`config.mk`:
```
export PLATFORM = sky130hd
export DESIGN_NAME = jtp_test_pattern_gen
export DESIGN_NICKNAME = d
export VERILOG_FILES = /design/src/hw/jtp_pkg.sv /design/src/hw/jtp_prbs_lane.sv /design/src/hw/jtp_octet_pat.sv /design/src/hw/jtp_test_pattern_gen.sv
export SDC_FILE = /design/constraint.sdc
export NUM_CORES = 1
export LEC_CHECK = 0
export ABC_AREA = 1
export BUFFER_PORTS_ARGS = -buffer_cell sky130_fd_sc_hd__buf_2
export CORE_MARGIN = 3
export CORE_UTILIZATION = 55
export CTS_CLUSTER_DIAMETER = 200
export DETAILED_ROUTE_END_ITERATION = 8
export PLACE_DENSITY = 0.85
export SLEW_MARGIN = 20
export SYNTH_ARGS = -nofsm -noshare
export SYNTH_HDL_FRONTEND = slang
export SYNTH_SLANG_ARGS = --single-unit
```
`constraint.sdc`:
```
create_clock -name core_clk -period 2.5 [get_ports core_clk]
set_clock_uncertainty 0.05 [all_clocks]
set_input_delay 0.5 -clock core_clk [delete_from_list [all_inputs] [get_ports core_clk]]
set_output_delay 0.5 -clock core_clk [all_outputs]
set_load 0.02 [all_outputs]
```
`src/hw/jtp_pkg.sv`:
```
package jtp_pkg;

   localparam int LANES = 8;
   localparam int LANES_PER_LINK = 4;
   localparam int SYM_W = 10;
   localparam int PRBS_W = 23;

   typedef enum logic [3:0] {
      MODE_NORMAL = 4'h0,
      MODE_PRBS7 = 4'h1,
      MODE_PRBS15 = 4'h2,
      MODE_PRBS23 = 4'h3,
      MODE_RAMP = 4'h4,
      MODE_STP = 4'h5,
      MODE_D21_5 = 4'h6,
      MODE_K28_5 = 4'h7,
      MODE_REP_ILAS = 4'h8,
      MODE_RPAT = 4'h9
   } jtp_mode_t;

   // Taps as distances back in the transmitted bit stream
   localparam int PRBS7_A = 6;
   localparam int PRBS7_B = 7;
   localparam int PRBS15_A = 14;
   localparam int PRBS15_B = 15;
   localparam int PRBS23_A = 18;
   localparam int PRBS23_B = 23;
   localparam logic [PRBS_W-1:0] PRBS_SEED_BASE = 23'h000001;

   localparam logic [7:0] RAMP_FIRST = 8'h00;
   localparam logic [7:0] RAMP_STEP = 8'h01;
   localparam logic [7:0] STP_FRAME0_BASE = 8'h00;
   localparam logic [7:0] STP_FRAME1_BASE = 8'hFF;
   localparam logic [7:0] D21_5_OCTET = 8'hB5;
   localparam logic [7:0] K28_5_OCTET = 8'hBC;

   localparam logic [3:0] RPAT_FIRST = 4'h0;
   localparam logic [3:0] RPAT_LAST = 4'hB;
   localparam logic [95:0] RPAT_SEQ = {8'h59, 8'h35, 8'hFB, 8'h5E, 8'h14, 8'hB3,
                                       8'h8F, 8'h6B, 8'h47, 8'h23, 8'hD7, 8'hBE};

   // Link format modes that run only two lanes per link
   localparam logic [4:0] FMT_SC_4LANE = 5'h04;
   localparam logic [4:0] FMT_DC_4LANE = 5'h06;
   localparam logic [3:0] LINK_MASK_HALF = 4'h3;
   localparam logic [3:0] LINK_MASK_FULL = 4'hF;

   typedef struct packed {
      logic k_char;
      logic [7:0] octet;
   } jtp_norm_t;

   typedef struct packed {
      logic bypass;
      logic k_char;
      logic [SYM_W-1:0] sym;
   } jtp_lane_t;

endpackage

```
`src/hw/jtp_prbs_lane.sv`:
```
`timescale 1ns/10ps
module jtp_prbs_lane #(
   parameter logic [jtp_pkg::PRBS_W-1:0] SEED = jtp_pkg::PRBS_SEED_BASE
) (
   input wire logic core_clk,
   input wire logic reset,
   input wire jtp_pkg::jtp_mode_t mode,
   input wire logic restart,
   input wire logic step,
   output logic [jtp_pkg::SYM_W-1:0] sym
);
   import jtp_pkg::*;

   typedef struct packed {
      logic [PRBS_W-1:0] hist;
   } jtp_prbs_state_t;

   jtp_prbs_state_t st;
   jtp_prbs_state_t next_st;
   logic [PRBS_W-1:0] walk;
   logic nb;

   // hist[0] is the last bit sent, hist[k-1] the bit k places back
   function automatic logic tap_bit(input logic [PRBS_W-1:0] h, input jtp_mode_t m);
      case (m)
         MODE_PRBS7: tap_bit = h[PRBS7_A-1] ^ h[PRBS7_B-1];
         MODE_PRBS15: tap_bit = h[PRBS15_A-1] ^ h[PRBS15_B-1];
         default: tap_bit = h[PRBS23_A-1] ^ h[PRBS23_B-1];
      endcase
   endfunction

   // One step per serial bit, ten per character, first bit in the MSB
   always_comb
   begin
      walk = st.hist;
      sym = '0;
      nb = 1'b0;
      for (int i = SYM_W - 1; i >= 0; i--)
      begin
         nb = tap_bit(walk, mode);
         sym[i] = nb;
         walk = {walk[PRBS_W-2:0], nb};
      end
      next_st = st;
      if (restart)
         next_st.hist = SEED;
      else if (step)
         next_st.hist = walk;
   end

   always_ff @(posedge core_clk)
   begin
      if (reset)
         st <= '{hist: SEED};
      else
         st <= next_st;
   end

endmodule

```
`src/hw/jtp_octet_pat.sv`:
```
`timescale 1ns/10ps
module jtp_octet_pat (
   input wire jtp_pkg::jtp_mode_t mode,
   input wire logic [1:0] lane_in_link,
   input wire logic data_phase,
   input wire logic [7:0] ramp_cnt,
   input wire logic frame,
   input wire logic [3:0] rpat_idx,
   input wire jtp_pkg::jtp_norm_t normal,
   output jtp_pkg::jtp_norm_t pat
);
   import jtp_pkg::*;

   logic [7:0] lane8;

   always_comb
   begin
      lane8 = {6'h00, lane_in_link};
      pat = normal;
      case (mode)
         MODE_RAMP:
         begin
            // Alignment characters from the link layer pass until data phase
            if (data_phase)
               pat = '{k_char: 1'b0, octet: ramp_cnt};
         end
         MODE_STP:
         begin
            // Only the short pattern exists; every format here carries 8-bit words
            pat.k_char = 1'b0;
            pat.octet = frame ? STP_FRAME1_BASE - lane8 : STP_FRAME0_BASE + lane8;
         end
         MODE_D21_5: pat = '{k_char: 1'b0, octet: D21_5_OCTET};
         MODE_K28_5: pat = '{k_char: 1'b1, octet: K28_5_OCTET};
         MODE_RPAT: pat = '{k_char: 1'b0, octet: RPAT_SEQ[{rpat_idx, 3'b000} +: 8]};
         default: pat = normal;
      endcase
   end

endmodule

```
`src/hw/jtp_test_pattern_gen.sv`:
```
`timescale 1ns/10ps
// Function
// - The select field picks exactly one test pattern; unknown values mean normal.
// - Powered lanes depend only on the link format mode, never on the test mode.
// - PRBS bits go straight to the serializer, skipping the 8b/10b encoder.
// - PRBS7 bit is XOR of bits six and seven back, period 127.
// - PRBS15 taps 14 and 15, period 32767; PRBS23 taps 18 and 23.
// - Every lane starts its PRBS at a different phase; receivers self-synchronize.
// - Ramp mode sends the same wrapping 0x00..0xFF counter on all powered lanes after alignment.
// - Only the short transport pattern is ever produced, never the long one.
// - Transport test mode with 8-bit words produces the short transport pattern.
// - Short pattern repeats every two frames: 0x00..0x03, then 0xFF..0xFC per link.
// - Short pattern drives only enabled, lowest lanes; unused lanes carry nothing.
// - D21.5 mode sends D21.5 characters continuously on every active lane.
// - K28.5 mode sends K28.5 comma characters continuously on every active lane.
// - Repeated alignment mode never enters data phase, resending alignment forever.
// - A sync request in repeated alignment mode triggers code group synchronization.
// - RPAT mode repeats a 12-octet pattern through the 8b/10b encoder.
// - RPAT octets are BE D7 23 47 6B 8F B3 14 5E FB 35 59, then restart.
module jtp_test_pattern_gen (
   input wire logic core_clk,
   input wire logic reset,
   input wire logic [3:0] test_pattern_select,
   input wire logic [4:0] link_format_mode,
   input wire logic link_enable,
   input wire logic char_en,
   input wire logic link_data_phase,
   input wire logic sync_request,
   input wire jtp_pkg::jtp_norm_t [jtp_pkg::LANES-1:0] normal_lane,
   output jtp_pkg::jtp_lane_t [jtp_pkg::LANES-1:0] lane_out,
   output logic [jtp_pkg::LANES-1:0] lane_power,
   output logic transport_off,
   output logic ilas_repeat,
   output logic cgs_request,
   output logic order_error
);
   import jtp_pkg::*;

   typedef struct packed {
      jtp_mode_t mode;
      logic [7:0] ramp_cnt;
      logic frame;
      logic [3:0] rpat_idx;
      jtp_lane_t [LANES-1:0] lane;
      logic [LANES-1:0] power;
      logic transport_off;
      logic ilas_repeat;
      logic cgs_request;
      logic order_error;
   } jtp_state_t;

   jtp_state_t st;
   jtp_state_t next_st;
   jtp_mode_t sel_mode;
   logic mode_change;
   logic [SYM_W-1:0] prbs_sym [LANES];
   jtp_norm_t pat [LANES];

   function automatic jtp_mode_t decode_mode(input logic [3:0] sel);
      case (sel)
         MODE_PRBS7, MODE_PRBS15, MODE_PRBS23, MODE_RAMP, MODE_STP,
         MODE_D21_5, MODE_K28_5, MODE_REP_ILAS, MODE_RPAT: decode_mode = jtp_mode_t'(sel);
         default: decode_mode = MODE_NORMAL;
      endcase
   endfunction

   // Lanes 0..3 belong to link A, 4..7 to link B; the lowest lanes are the live ones
   function automatic logic [LANES-1:0] lanes_mask(input logic [4:0] fmt);
      logic [3:0] m;
      m = LINK_MASK_FULL;
      if (fmt == FMT_SC_4LANE || fmt == FMT_DC_4LANE)
         m = LINK_MASK_HALF;
      lanes_mask = {m, m};
   endfunction

   function automatic logic is_prbs(input jtp_mode_t m);
      is_prbs = (m == MODE_PRBS7) || (m == MODE_PRBS15) || (m == MODE_PRBS23);
   endfunction

   assign sel_mode = decode_mode(test_pattern_select);
   assign mode_change = (sel_mode != st.mode);

   for (genvar g = 0; g < LANES; g++)
   begin : g_lane
      // Distinct seeds give each lane its own phase of the sequence
      jtp_prbs_lane #(
         .SEED(PRBS_SEED_BASE + 23'(g))
      ) u_prbs (
         .core_clk(core_clk),
         .reset(reset),
         .mode(st.mode),
         .restart(mode_change),
         .step(char_en && is_prbs(st.mode)),
         .sym(prbs_sym[g])
      );

      jtp_octet_pat u_pat (
         .mode(st.mode),
         .lane_in_link(2'(g % LANES_PER_LINK)),
         .data_phase(link_data_phase),
         .ramp_cnt(st.ramp_cnt),
         .frame(st.frame),
         .rpat_idx(st.rpat_idx),
         .normal(normal_lane[g]),
         .pat(pat[g])
      );
   end

   always_comb
   begin
      next_st = st;
      next_st.mode = sel_mode;
      next_st.power = lanes_mask(link_format_mode);
      next_st.transport_off = (st.mode == MODE_RAMP);
      next_st.ilas_repeat = (st.mode == MODE_REP_ILAS);
      next_st.cgs_request = (st.mode == MODE_REP_ILAS) && sync_request;

      // Flag a test mode switched on under a live link; it is a controller fault
      if (st.mode == MODE_NORMAL && sel_mode != MODE_NORMAL && link_enable)
         next_st.order_error = 1'b1;
      else if (sel_mode == MODE_NORMAL)
         next_st.order_error = 1'b0;

      // Pattern phase restarts on every mode change so a checker sees a clean start
      if (mode_change)
      begin
         next_st.ramp_cnt = RAMP_FIRST;
         next_st.frame = 1'b0;
         next_st.rpat_idx = RPAT_FIRST;
      end
      else if (char_en)
      begin
         if (st.mode == MODE_RAMP && link_data_phase)
            next_st.ramp_cnt = st.ramp_cnt + RAMP_STEP;
         else if (st.mode == MODE_RAMP)
            next_st.ramp_cnt = RAMP_FIRST;
         if (st.mode == MODE_STP)
            next_st.frame = ~st.frame;
         if (st.mode == MODE_RPAT)
            next_st.rpat_idx = (st.rpat_idx == RPAT_LAST) ? RPAT_FIRST : st.rpat_idx + 4'h1;
      end

      // Lanes refresh once per character; between strobes they hold
      if (char_en)
      begin
         for (int l = 0; l < LANES; l++)
         begin
            if (!st.power[l])
               next_st.lane[l] = '0;
            else if (is_prbs(st.mode))
               next_st.lane[l] = '{bypass: 1'b1, k_char: 1'b0, sym: prbs_sym[l]};
            else
               next_st.lane[l] = '{bypass: 1'b0, k_char: pat[l].k_char, sym: {2'b00, pat[l].octet}};
         end
      end
   end

   always_ff @(posedge core_clk)
   begin
      if (reset)
      begin
         st <= '0;
         st.mode <= MODE_NORMAL;
         st.power <= '0;
      end
      else
         st <= next_st;
   end

   assign lane_out = st.lane;
   assign lane_power = st.power;
   assign transport_off = st.transport_off;
   assign ilas_repeat = st.ilas_repeat;
   assign cgs_request = st.cgs_request;
   assign order_error = st.order_error;
endmodule

```
==> results_dict.tcl, run 1 <==
set metrics [dict create \
    status "completed" \
    synth_ff_type "dfxtp_1" \
    switching_share 0.257 \
    cp-startpoint "st[122]" \
    async_flop_share 0 \
    die-width_um 180 \
    p_switching_mw 2.90 \
    syn_avg_cell_area_um2 6.55 \
    powerDensity_mw_per_mm2 589 \
    yosysTopAreaCell "dfxtp_1" \
    area_growth_pct 15.4 \
    required_ns 2.80 \
    slowest_stage "dfxtp_1" \
    cpMostUsedCell "nand2_1" \
    htree_levels 2 \
    hpwl_mm 38.6 \
    clkPwrFrac 0.463 \
    cts-root-buf "clkbuf_16" \
    fp.dieArea_mm2 0.0322 \
    irDropWorstVdd_mv 0.358 \
    startpoint_type "flip-flop" \
    synth_nets 2626 \
    synth_edf_count 0 \
    min_from "link_format_mode[2]" \
    leakagePower_nw 8.60 \
    vias 17241 \
    clk_latency_ns 0.52 \
    fillers 2586 \
    critPathArrivalTime_ns 2.70 \
    overflow 0 \
    timing.rr.start "st[122]" \
    postCtsSetupRepairBufs 0 \
    cts_tree "built" \
    wl_met1_mm 22.1 \
    wl_met2_mm 24.5 \
    antenna_found_initial 1 \
    fmax_ghz 0.416 \
    seq_area_frac_synth 0.359 \
    synth_seq_cells 297 \
    syn-instance-count 2529 \
    drtAntennaViolNets 0 \
    grt_pass1_wl_mm 86.0 \
    grt_max_degree 90 \
    setup_viol 0 \
    fin_setup_tns_ns 0 \
    cts_inserted_buffers 34 \
    cp_slowest_stage_delay_ns 0.39 \
    yosys.area.top_type_share 0.359 \
    fin_ws_ns 0.0952 \
    layout-drive-gt1-share 0.140 \
    avgViaCountPerCell 5.63 \
    drv_slew 0 \
    worst_slew_pin_slew_ns 0.806 \
    wl_mm 54.8 \
    hold_viol 0 \
    rsz0062_at_grt "no" \
    fin_nets 2753 \
    top_layer "met4" \
    ys_types 43 \
    io_pins 195 \
    slew_headroom 0.463 \
    first_pass_iters 6 \
    drt_iter0_markers 1992 \
    gp_congestion 0.982 \
    crit_chain "inv_1 -> nand2_1 -> nand3_2 -> buf_4 -> nand2_1 -> nand3_1 -> inv_1 -> nand2_1 -> nand3_1 -> nand2_1 -> nand2_1 -> a21oi_1" \
    rows 62 \
    drc 0 \
    critPathKind "flip-flop to flip-flop" \
    die_h_um 180 \
    max_cap_viol_count 0 \
    min_period_ns 2.40 \
    core_region_area_mm2 0.0292 \
    grt_pass1_vias 16075 \
    port-buffer-count 193 \
    clk_pin_slew_ns 0.06 \
    cp-end-kind "flip-flop" \
    start_util 0.568 \
    antenna_cells 0 \
    synth_area_leaders "dfxtp_1, nand2_1, a21oi_1" \
    globalRouteTotalUtil 0.322 \
    power_frac_seq 0.432 \
    wire_per_inst_um 17.9 \
    intPower_mw 8.37 \
    clock_tree.buffer_depth 3 \
    cts.sinks 297 \
    final.period_utilization 0.962 \
    worstHoldPathType "input port to flip-flop" \
    wl_met3_mm 6.05 \
    critPathMaxFanout 11 \
    dp_slack_ns 0.122 \
    yosys_warnings 0 \
    comb_power_share 0.105 \
    netlist_area_mm2 0.0166 \
]
[cells in the final DEF, fill, tap and decap left out, drive strengths merged, types with 28 or more instances in the layout]
cell    Yosys  layout
nand2     964     964
dfxtp     297     297
a21oi     267     267
buf       109     263
inv       192     192
nand3     127     127
nor2      121     121
xor2       93      93
o21ai      70      71
xnor2      65      65
clkbuf     64      50
o211ai     28      28
[critical path: cells and delay by family (launching register included)]
| kind | cells | cell delay [ns] |
|---|---|---|
| flip-flops | 1 | 0.39 |
| buffers and inverters | 3 | 0.58 |
| AO/OA/AOI/OAI | 1 | 0.09 |
| AND/OR/NAND/NOR | 8 | 1.13 |
[synth_stat cells (3+ instances only)]
master / n
a21boi_0: 25
a21oi_1: 266
a22oi_1: 7
a31oi_1: 12
buf_1: 23
buf_2: 61
buf_4: 20
buf_6: 5
clkbuf_1: 64
dfxtp_1: 297
ha_1: 10
inv_1: 184
inv_2: 8
nand2_1: 960
nand2_2: 3
nand3_1: 118
nand3_2: 9
nand4_1: 12
nor2_1: 110
nor2_2: 5
nor2_4: 5
nor3_1: 20
o211ai_1: 27
o21a_1: 3
o21ai_0: 63
o21ai_1: 6
o21bai_2: 3
o22ai_1: 17
or2_2: 13
xnor2_1: 65
xor2_1: 93
[final timing paths]
check                  endpoint  slack [ns]  depth (start not counted)
setup reg to reg   lane_out[61]         0.1                         12
setup / recovery   lane_out[61]         0.1                         12
hold reg to reg    lane_out[20]        0.41                          2
hold / removal    lane_power[6]        0.14                          2
[metrics by stage]
| step | total power [mW] | instance area (um^2) | utilization | hold WS, ns | cells |
|---|---|---|---|---|---|
| after floorplan | 5.66 | 16600 | - | 0.402 | 2529 |
| after global placement | 6.11 | 17900 | 0.615 | 0.399 | 3003 |
| after detailed placement | 6.12 | 17900 | 0.615 | 0.403 | 3003 |
| after CTS | 11.3 | 19100 | 0.655 | 0.130 | 3061 |
| after global routing | 11.6 | 19100 | 0.655 | 0.154 | 3062 |
| final | 11.3 | 19100 | 0.655 | 0.141 | 3062 |
[layout make-up]
| class | instances | area [um^2] | area share |
|---|---|---|---|
| clock buffers | 50 | 1040 | 0.0547 |
| well taps | 384 | 480 | 0.0251 |
| multi-input cells | 1866 | 9090 | 0.475 |
| inverters | 194 | 731 | 0.0382 |
| clock inverters | 8 | 120 | 0.00628 |
| flip-flops and latches | 297 | 5950 | 0.311 |
| repair buffers | 263 | 1710 | 0.0893 |
[metal layers]
metal | global-route usage | vias to the layer above
met1 | 0.430 | 7835
met5 | 0 | -
li1 | - | 8246
met4 | 0.123 | 0
met2 | 0.521 | 996
met3 | 0.0604 | 164
[state kept, by name (all words and copies together) (netlist names)]
name and count:
ilas_repeat 1, st 17, lane_power 2, g_lane.u_prbs.st 184, lane_out 90, order_error 1, cgs_request 1, transport_off 1
[cell families after synthesis]
logic type | Yosys count | synth area share
buffers and inverters | 367 | 0.0946
flip-flops | 297 | 0.359
adder cells (fa/ha/maj) | 10 | 0.00755
XOR/XNOR | 158 | 0.0835
AND/OR/NAND/NOR | 1259 | 0.308
AO/OA/AOI/OAI | 438 | 0.147
[power by group through the flow]
stage | registers [mW] | logic [mW] | clock network [mW]
global placement | 4.96 | 1.15 | 0
floorplan | 5.01 | 0.654 | 0
global route | 4.87 | 1.27 | 5.42
finish | 4.86 | 1.19 | 5.21
CTS | 4.86 | 1.16 | 5.24
detailed placement | 4.96 | 1.16 | 0
[what timing repair did]
action	4_1_cts	5_1_grt
gates resized for setup	0	2
setup endpoints to repair	0	18
endpoints found under the hold margin	0	0
hold buffers	0	0
Note: power is estimated with default switching activity, not from simulation.
==> run 2, diff against run 1 <==
--- a/config.mk
+++ b/config.mk
@@ -5,13 +5,12 @@
 export SDC_FILE = /design/constraint.sdc
 export NUM_CORES = 1
 export LEC_CHECK = 0
-export ABC_AREA = 1
 export BUFFER_PORTS_ARGS = -buffer_cell sky130_fd_sc_hd__buf_2
 export CORE_MARGIN = 3
 export CORE_UTILIZATION = 55
 export CTS_CLUSTER_DIAMETER = 200
 export DETAILED_ROUTE_END_ITERATION = 8
-export PLACE_DENSITY = 0.85
+export PLACE_DENSITY = 0.86
 export SLEW_MARGIN = 20
 export SYNTH_ARGS = -nofsm -noshare
 export SYNTH_HDL_FRONTEND = slang
==> run 2 against run 1 <==
Synthesized cell count is 27% lower. Worst hold slack worse by 0.035 ns. Cell count is 23% lower. Sequential share of layout area is 2.7 points higher. Combinational power is 5% lower. Critical path type unchanged. Critical endpoint is now lane_out[13].
==> results_dict.tcl, run 2 <==
set metrics [dict create \
    status "completed" \
    wire_per_inst_um 20.9 \
    port-buffer-count 193 \
    seq_area_frac_synth 0.400 \
    placed_cells 2299 \
    synth_area_leaders "dfxtp_1, xor2_1, nand2_1" \
    globalRouteTotalUtil 0.329 \
    cp-end-kind "flip-flop" \
    cts.sinks 297 \
    htree_levels 1 \
    rows 59 \
    switching_share 0.257 \
    layout_common_cells "dfxtp_1, nand2_1, nor2_1" \
    worst_slew_pin_slew_ns 0.867 \
    drv_slew 0 \
    max_cap_viol_count 0 \
    ys_types 59 \
    clock_tree.buffer_depth 3 \
    required_ns 2.94 \
    leakagePower_nw 7.07 \
    core_region_area_mm2 0.0263 \
    r2r_slack_ns 0.06 \
    synth_ff_type "dfxtp_1" \
    final.period_utilization 0.977 \
    crit_chain "buf_4 -> nor2_1 -> nand2_4 -> buf_4 -> a222oi_1 -> buf_4 -> xor2_1 -> a22oi_1 -> a21oi_1" \
    final_common_cell "dfxtp_1" \
    grt_pass1_wl_mm 76.8 \
    cts_tree "built" \
    die-width_um 170 \
    synth_common_cells "dfxtp_1, nand2_1, nor2_1" \
    startpoint_type "flip-flop" \
    worstHoldPathType "input port to flip-flop" \
    slowest_stage "a222oi_1" \
    critPathArrivalTime_ns 2.88 \
    fin_nets 2095 \
    critPathKind "flip-flop to flip-flop" \
    die_h_um 170 \
    syn-instance-count 1839 \
    first_pass_iters 9 \
    hold_viol 0 \
    async_flop_share 0 \
    yosys.area.top_type_share 0.400 \
    fin_setup_tns_ns 0 \
    synth_seq_cells 297 \
    clk_pin_slew_ns 0.07 \
    rsz0062_at_grt "no" \
    vias 14702 \
    cts-root-buf "clkbuf_16" \
    grt_max_degree 95 \
    fmax_ghz 0.410 \
    drc 0 \
    clkPwrFrac 0.439 \
    grt_pass1_vias 14342 \
    final_util 0.671 \
    yosys_warnings 0 \
    cts_inserted_buffers 31 \
    powerDensity_mw_per_mm2 608 \
    power_frac_seq 0.455 \
    intPower_mw 7.97 \
    clk_latency_ns 0.57 \
    wl_mm 49.2 \
    cpMostUsedCell "buf_4" \
    largest-register "g_lane.u_prbs.st" \
    setup_viol 0 \
    antenna_found_initial 1 \
    synth_nets 1936 \
    netlist_area_mm2 0.0149 \
    slew_headroom 0.416 \
    gp_congestion 0.977 \
    start_util 0.566 \
    cp_slowest_stage_delay_ns 0.45 \
    yosysMostFrequentCell "dfxtp_1" \
    final_cell_count_no_fill 2358 \
    holdWs_ns 0.106 \
    hold_buffers 0 \
    synth_edf_count 0 \
    yosysTopAreaCell "dfxtp_1" \
    drt_iter0_markers 1788 \
    syn_avg_cell_area_um2 8.08 \
    critPathMaxFanout 11 \
    drtAntennaViolNets 0 \
    p_switching_mw 2.75 \
    min_period_ns 2.44 \
    layout-drive-gt1-share 0.190 \
    hpwl_mm 35.8 \
    fp.dieArea_mm2 0.0290 \
    largest_reg_flops 184 \
    comb_power_share 0.105 \
    io_pins 195 \
    area_growth_pct 18.5 \
    avgViaCountPerCell 6.23 \
    overflow 0 \
    irDropWorstVdd_mv 0.574 \
]
[run 2: repair_timing]
item                                    CTS  global route
endpoints found under the setup margin    3            21
pin swaps                                 0             7
gates resized for setup                   2             7
setup buffers                             0             1
[run 2: logic make-up after synthesis]
logic type	synth area share
AO/OA/AOI/OAI	0.227
XOR/XNOR	0.138
adder cells (fa/ha/maj)	0.00842
buffers and inverters	0.0552
flip-flops	0.400
multiplexers	0.00219
AND/OR/NAND/NOR	0.169
[run 2: path summary, 6_finish.rpt]
kind           startpoint           end  depth (start not counted)
max               st[124]  lane_out[13]                          9
min          sync_request   cgs_request                          2
min reg2reg  lane_out[42]  lane_out[42]                          2
max reg2reg       st[124]  lane_out[13]                          9
[run 2: metal layers]
metal  track usage  vias to the layer above  part of all wire
met4         0.181                        0             0.066
met5             0                        -                 0
met3        0.0613                      183             0.088
met2         0.557                      802              0.47
met1         0.395                     6974              0.38
li1              -                     6743                 -
[run 2: final cells by class]
cell class	instances	area, um^2
diodes	1	2.50
clock buffers	41	873
clock inverters	16	173
fillers	2098	8660
inverters	11	41.3
multi-input cells	1345	8140
flip-flops and latches	297	5950
well taps	335	419
repair buffers	312	2030
[run 2: through the flow]
stage | power [mW] | cell area, um^2 | setup WS, ns
floorplan | 5.62 | 14900 | 0.206
global placement | 6.06 | 16500 | 0.0788
detailed placement | 6.08 | 16500 | 0.00681
CTS | 10.7 | 17600 | 0.0631
global route | 11.0 | 17600 | 0.00491
finish | 10.7 | 17600 | 0.0580
[run 2: worst max-delay path: cells and delay by family, from the launching register on]
| kind | cells | cell delay, ns |
|---|---|---|
| AOI/OAI and AO/OA | 3 | 0.74 |
| xor gates and xnor gates | 1 | 0.30 |
| buffers and inverters | 3 | 0.58 |
| DFF | 1 | 0.32 |
| and+or+nand+nor | 2 | 0.37 |
[run 2: power by group through the flow]
stage               registers (mW)  clock network, mW  logic [mW]
CTS                           4.88               4.74        1.10
global route                  4.89               4.93        1.20
floorplan                     5.02                  0       0.602
global placement              4.98                  0        1.08
detailed placement            4.98                  0        1.10
finish                        4.88               4.71        1.13
==> run 3, diff against run 2 <==
--- a/config.mk
+++ b/config.mk
@@ -5,12 +5,12 @@
 export SDC_FILE = /design/constraint.sdc
 export NUM_CORES = 1
 export LEC_CHECK = 0
-export BUFFER_PORTS_ARGS = -buffer_cell sky130_fd_sc_hd__buf_2
 export CORE_MARGIN = 3
 export CORE_UTILIZATION = 55
 export CTS_CLUSTER_DIAMETER = 200
 export DETAILED_ROUTE_END_ITERATION = 8
-export PLACE_DENSITY = 0.86
+export DONT_BUFFER_PORTS = 1
+export PLACE_DENSITY = 0.79
 export SLEW_MARGIN = 20
 export SYNTH_ARGS = -nofsm -noshare
 export SYNTH_HDL_FRONTEND = slang
==> run 3 against run 2 <==
Wire length about the same. Count of clock-buffer cells in the layout rose by 7. Critical path depth did not move. First-iteration DRC count rose by 2.6%. Non-clock buffer count shrank 180. Total power grew 1.9%. Combinational power is 19% lower. Global-route usage decreased by 0.30 points. Sequential power up 1%. Sequential cell count unchanged. Cell count decreased by 7.6%. Largest cell class unchanged.
==> results_dict.tcl, run 3 (synthesized netlist as in run 2, its figures left out) <==
set metrics [dict create \
    clk_pin_slew_ns 0.06 \
    antenna_found_initial 0 \
    clock_tree.buffer_depth 3 \
    die-width_um 170 \
    final_cell_count_no_fill 2179 \
    hold_viol 0 \
    critPathArrivalTime_ns 2.78 \
    io_pins 195 \
    leakagePower_nw 6.30 \
    cp-startpoint "st[123]" \
    critPathBufInv 3 \
    final_common_cell "dfxtp_1" \
    die_h_um 170 \
    layout-drive-gt1-share 0.117 \
    overflow 0 \
    placed_cell_area_mm2 0.0156 \
    design_area_mm2 0.0169 \
    critPathMaxFanout 18 \
    fp.dieArea_mm2 0.0290 \
    cts-root-buf "clkbuf_16" \
    cp.depth 9 \
    total_power_mw 10.9 \
    htree_levels 2 \
    r2r_slack_ns 0.03 \
    fin_ws_ns 0.0311 \
    setup_viol 0 \
    final_util 0.643 \
    start_util 0.566 \
    seq_area_mm2 0.00595 \
    final.period_utilization 0.988 \
    min_period_ns 2.47 \
    dp_slack_ns -0.119 \
    status "completed" \
    max_cap_viol_count 0 \
    crit_chain "buf_4 -> or4b_1 -> buf_12 -> nor2_1 -> nor3b_1 -> xnor2_1 -> a222oi_1 -> buf_4 -> o22ai_1" \
    irDropWorstVdd_mv 0.668 \
    fmax_ghz 0.405 \
    worst_slew_pin_slew_ns 0.828 \
    drtAntennaViolNets 0 \
    cpMostUsedCell "buf_4" \
    critPathKind "flip-flop to flip-flop" \
    globalRouteTotalUtil 0.326 \
    grt_max_degree 97 \
    cp-end-kind "flip-flop" \
    placed_cells 2108 \
    clk_latency_ns 0.51 \
    cts_inserted_buffers 34 \
    holdPathEnd "lane_out[42]" \
    min_from "reset" \
    layout_common_cells "dfxtp_1, nand2_1, nor2_1" \
    worstHoldPathType "input port to flip-flop" \
    fin_nets 1918 \
    powerDensity_mw_per_mm2 646 \
    multi_input_area_mm2 0.00818 \
    antenna_cells 0 \
    min_path_cells 1 \
    largest_reg_flops 184 \
    hpwl_mm 34.9 \
    cp_slowest_stage_delay_ns 0.55 \
    rr_worst_depth 9 \
    wl_mm 49.2 \
    drt_iter0_markers 1834 \
    cts_tree "built" \
    grt_pass1_vias 13107 \
    fillers 2210 \
    avgViaCountPerCell 6.44 \
    cts.sinks 297 \
    required_ns 2.81 \
    startpoint_type "flip-flop" \
    drv_slew 0 \
    area_growth_pct 13.7 \
    vias 14027 \
    timing.rr.start "st[123]" \
    slew_headroom 0.448 \
    port-buffer-count 0 \
    first_pass_iters 9 \
    path_delay_family "simple AND/OR/NAND/NOR gates" \
    gp_congestion 0.935 \
    grt_pass1_wl_mm 74.7 \
    core_region_area_mm2 0.0263 \
    r2r_end "lane_out[51]" \
    largest-register "g_lane.u_prbs.st" \
    rows 59 \
    drc 0 \
    slowest_stage "or4b_1" \
    wire_per_inst_um 22.6 \
]
## run 3: changes by cell type in the layout (fill, tap and decap cells not counted), sizes merged
cell	previous run	this run
buf	312	130
clkbuf	41	48
clkinvlp	7	0
diode	1	0
dlygate4sd3	0	2
inv	11	13
## run 3: metrics by stage
stage,TNS (ns),hold WS (ns)
6_report,0,0.0104
5_1_grt,-0.213,0.00209
4_1_cts,0,0.000135
3_5_place_dp,-0.847,0.410
3_3_place_gp,-0.0202,0.403
2_1_floorplan,0,0.398
## run 3: cell type report
type	count	area share
Clock buffer	48	0.0588
Clock inverter	11	0.00814
Inverter	11	0.00244
Multi-Input combinational cell	1345	0.484
Sequential cell	297	0.352
Tap cell	335	0.0248
Timing Repair Buffer	132	0.0700
## run 3: per-layer routing
layer,GRT usage,wire length [um]
met2,0.544,23500
met4,0.165,2730
met5,0,0
met3,0.0643,4370
met1,0.401,18600
## run 3: how the worst max path moves through the flow
stage	to	slack (ns)
floorplan	lane_out[27]	0.21
global placement	g_lane[3].u_prbs.st[0]	-0.01
detailed placement	g_lane[3].u_prbs.st[0]	-0.12
CTS	g_lane[0].u_prbs.st[1]	0.004
global route	lane_out[51]	-0.06
finish	lane_out[51]	0.03
## run 3: worst register-to-register path, stage by stage (launching register included)
cell and delay, ns:
dfxtp_1 0.31, buf_4 0.17, or4b_1 0.55, buf_12 0.20
nor2_1 0.16, nor3b_1 0.09, xnor2_1 0.13, a222oi_1 0.38
buf_4 0.21, o22ai_1 0.08
## run 3: report_power, final
| group | internal (mW) | switching [mW] | total [mW] |
|---|---|---|---|
| logic | 0.328 | 0.589 | 0.916 |
| registers | 4.81 | 0.147 | 4.95 |
| clock network | 3.08 | 1.97 | 5.05 |
## run 3: repair_timing
| item | in CTS | in global routing |
|---|---|---|
| pin swaps | 3 | 15 |
| hold buffers | 1 | 1 |
| hold endpoints to repair | 1 | 1 |
| gates resized for setup | 5 | 15 |
| buffers inserted | 0 | 10 |
| setup endpoints to repair | 36 | 77 |
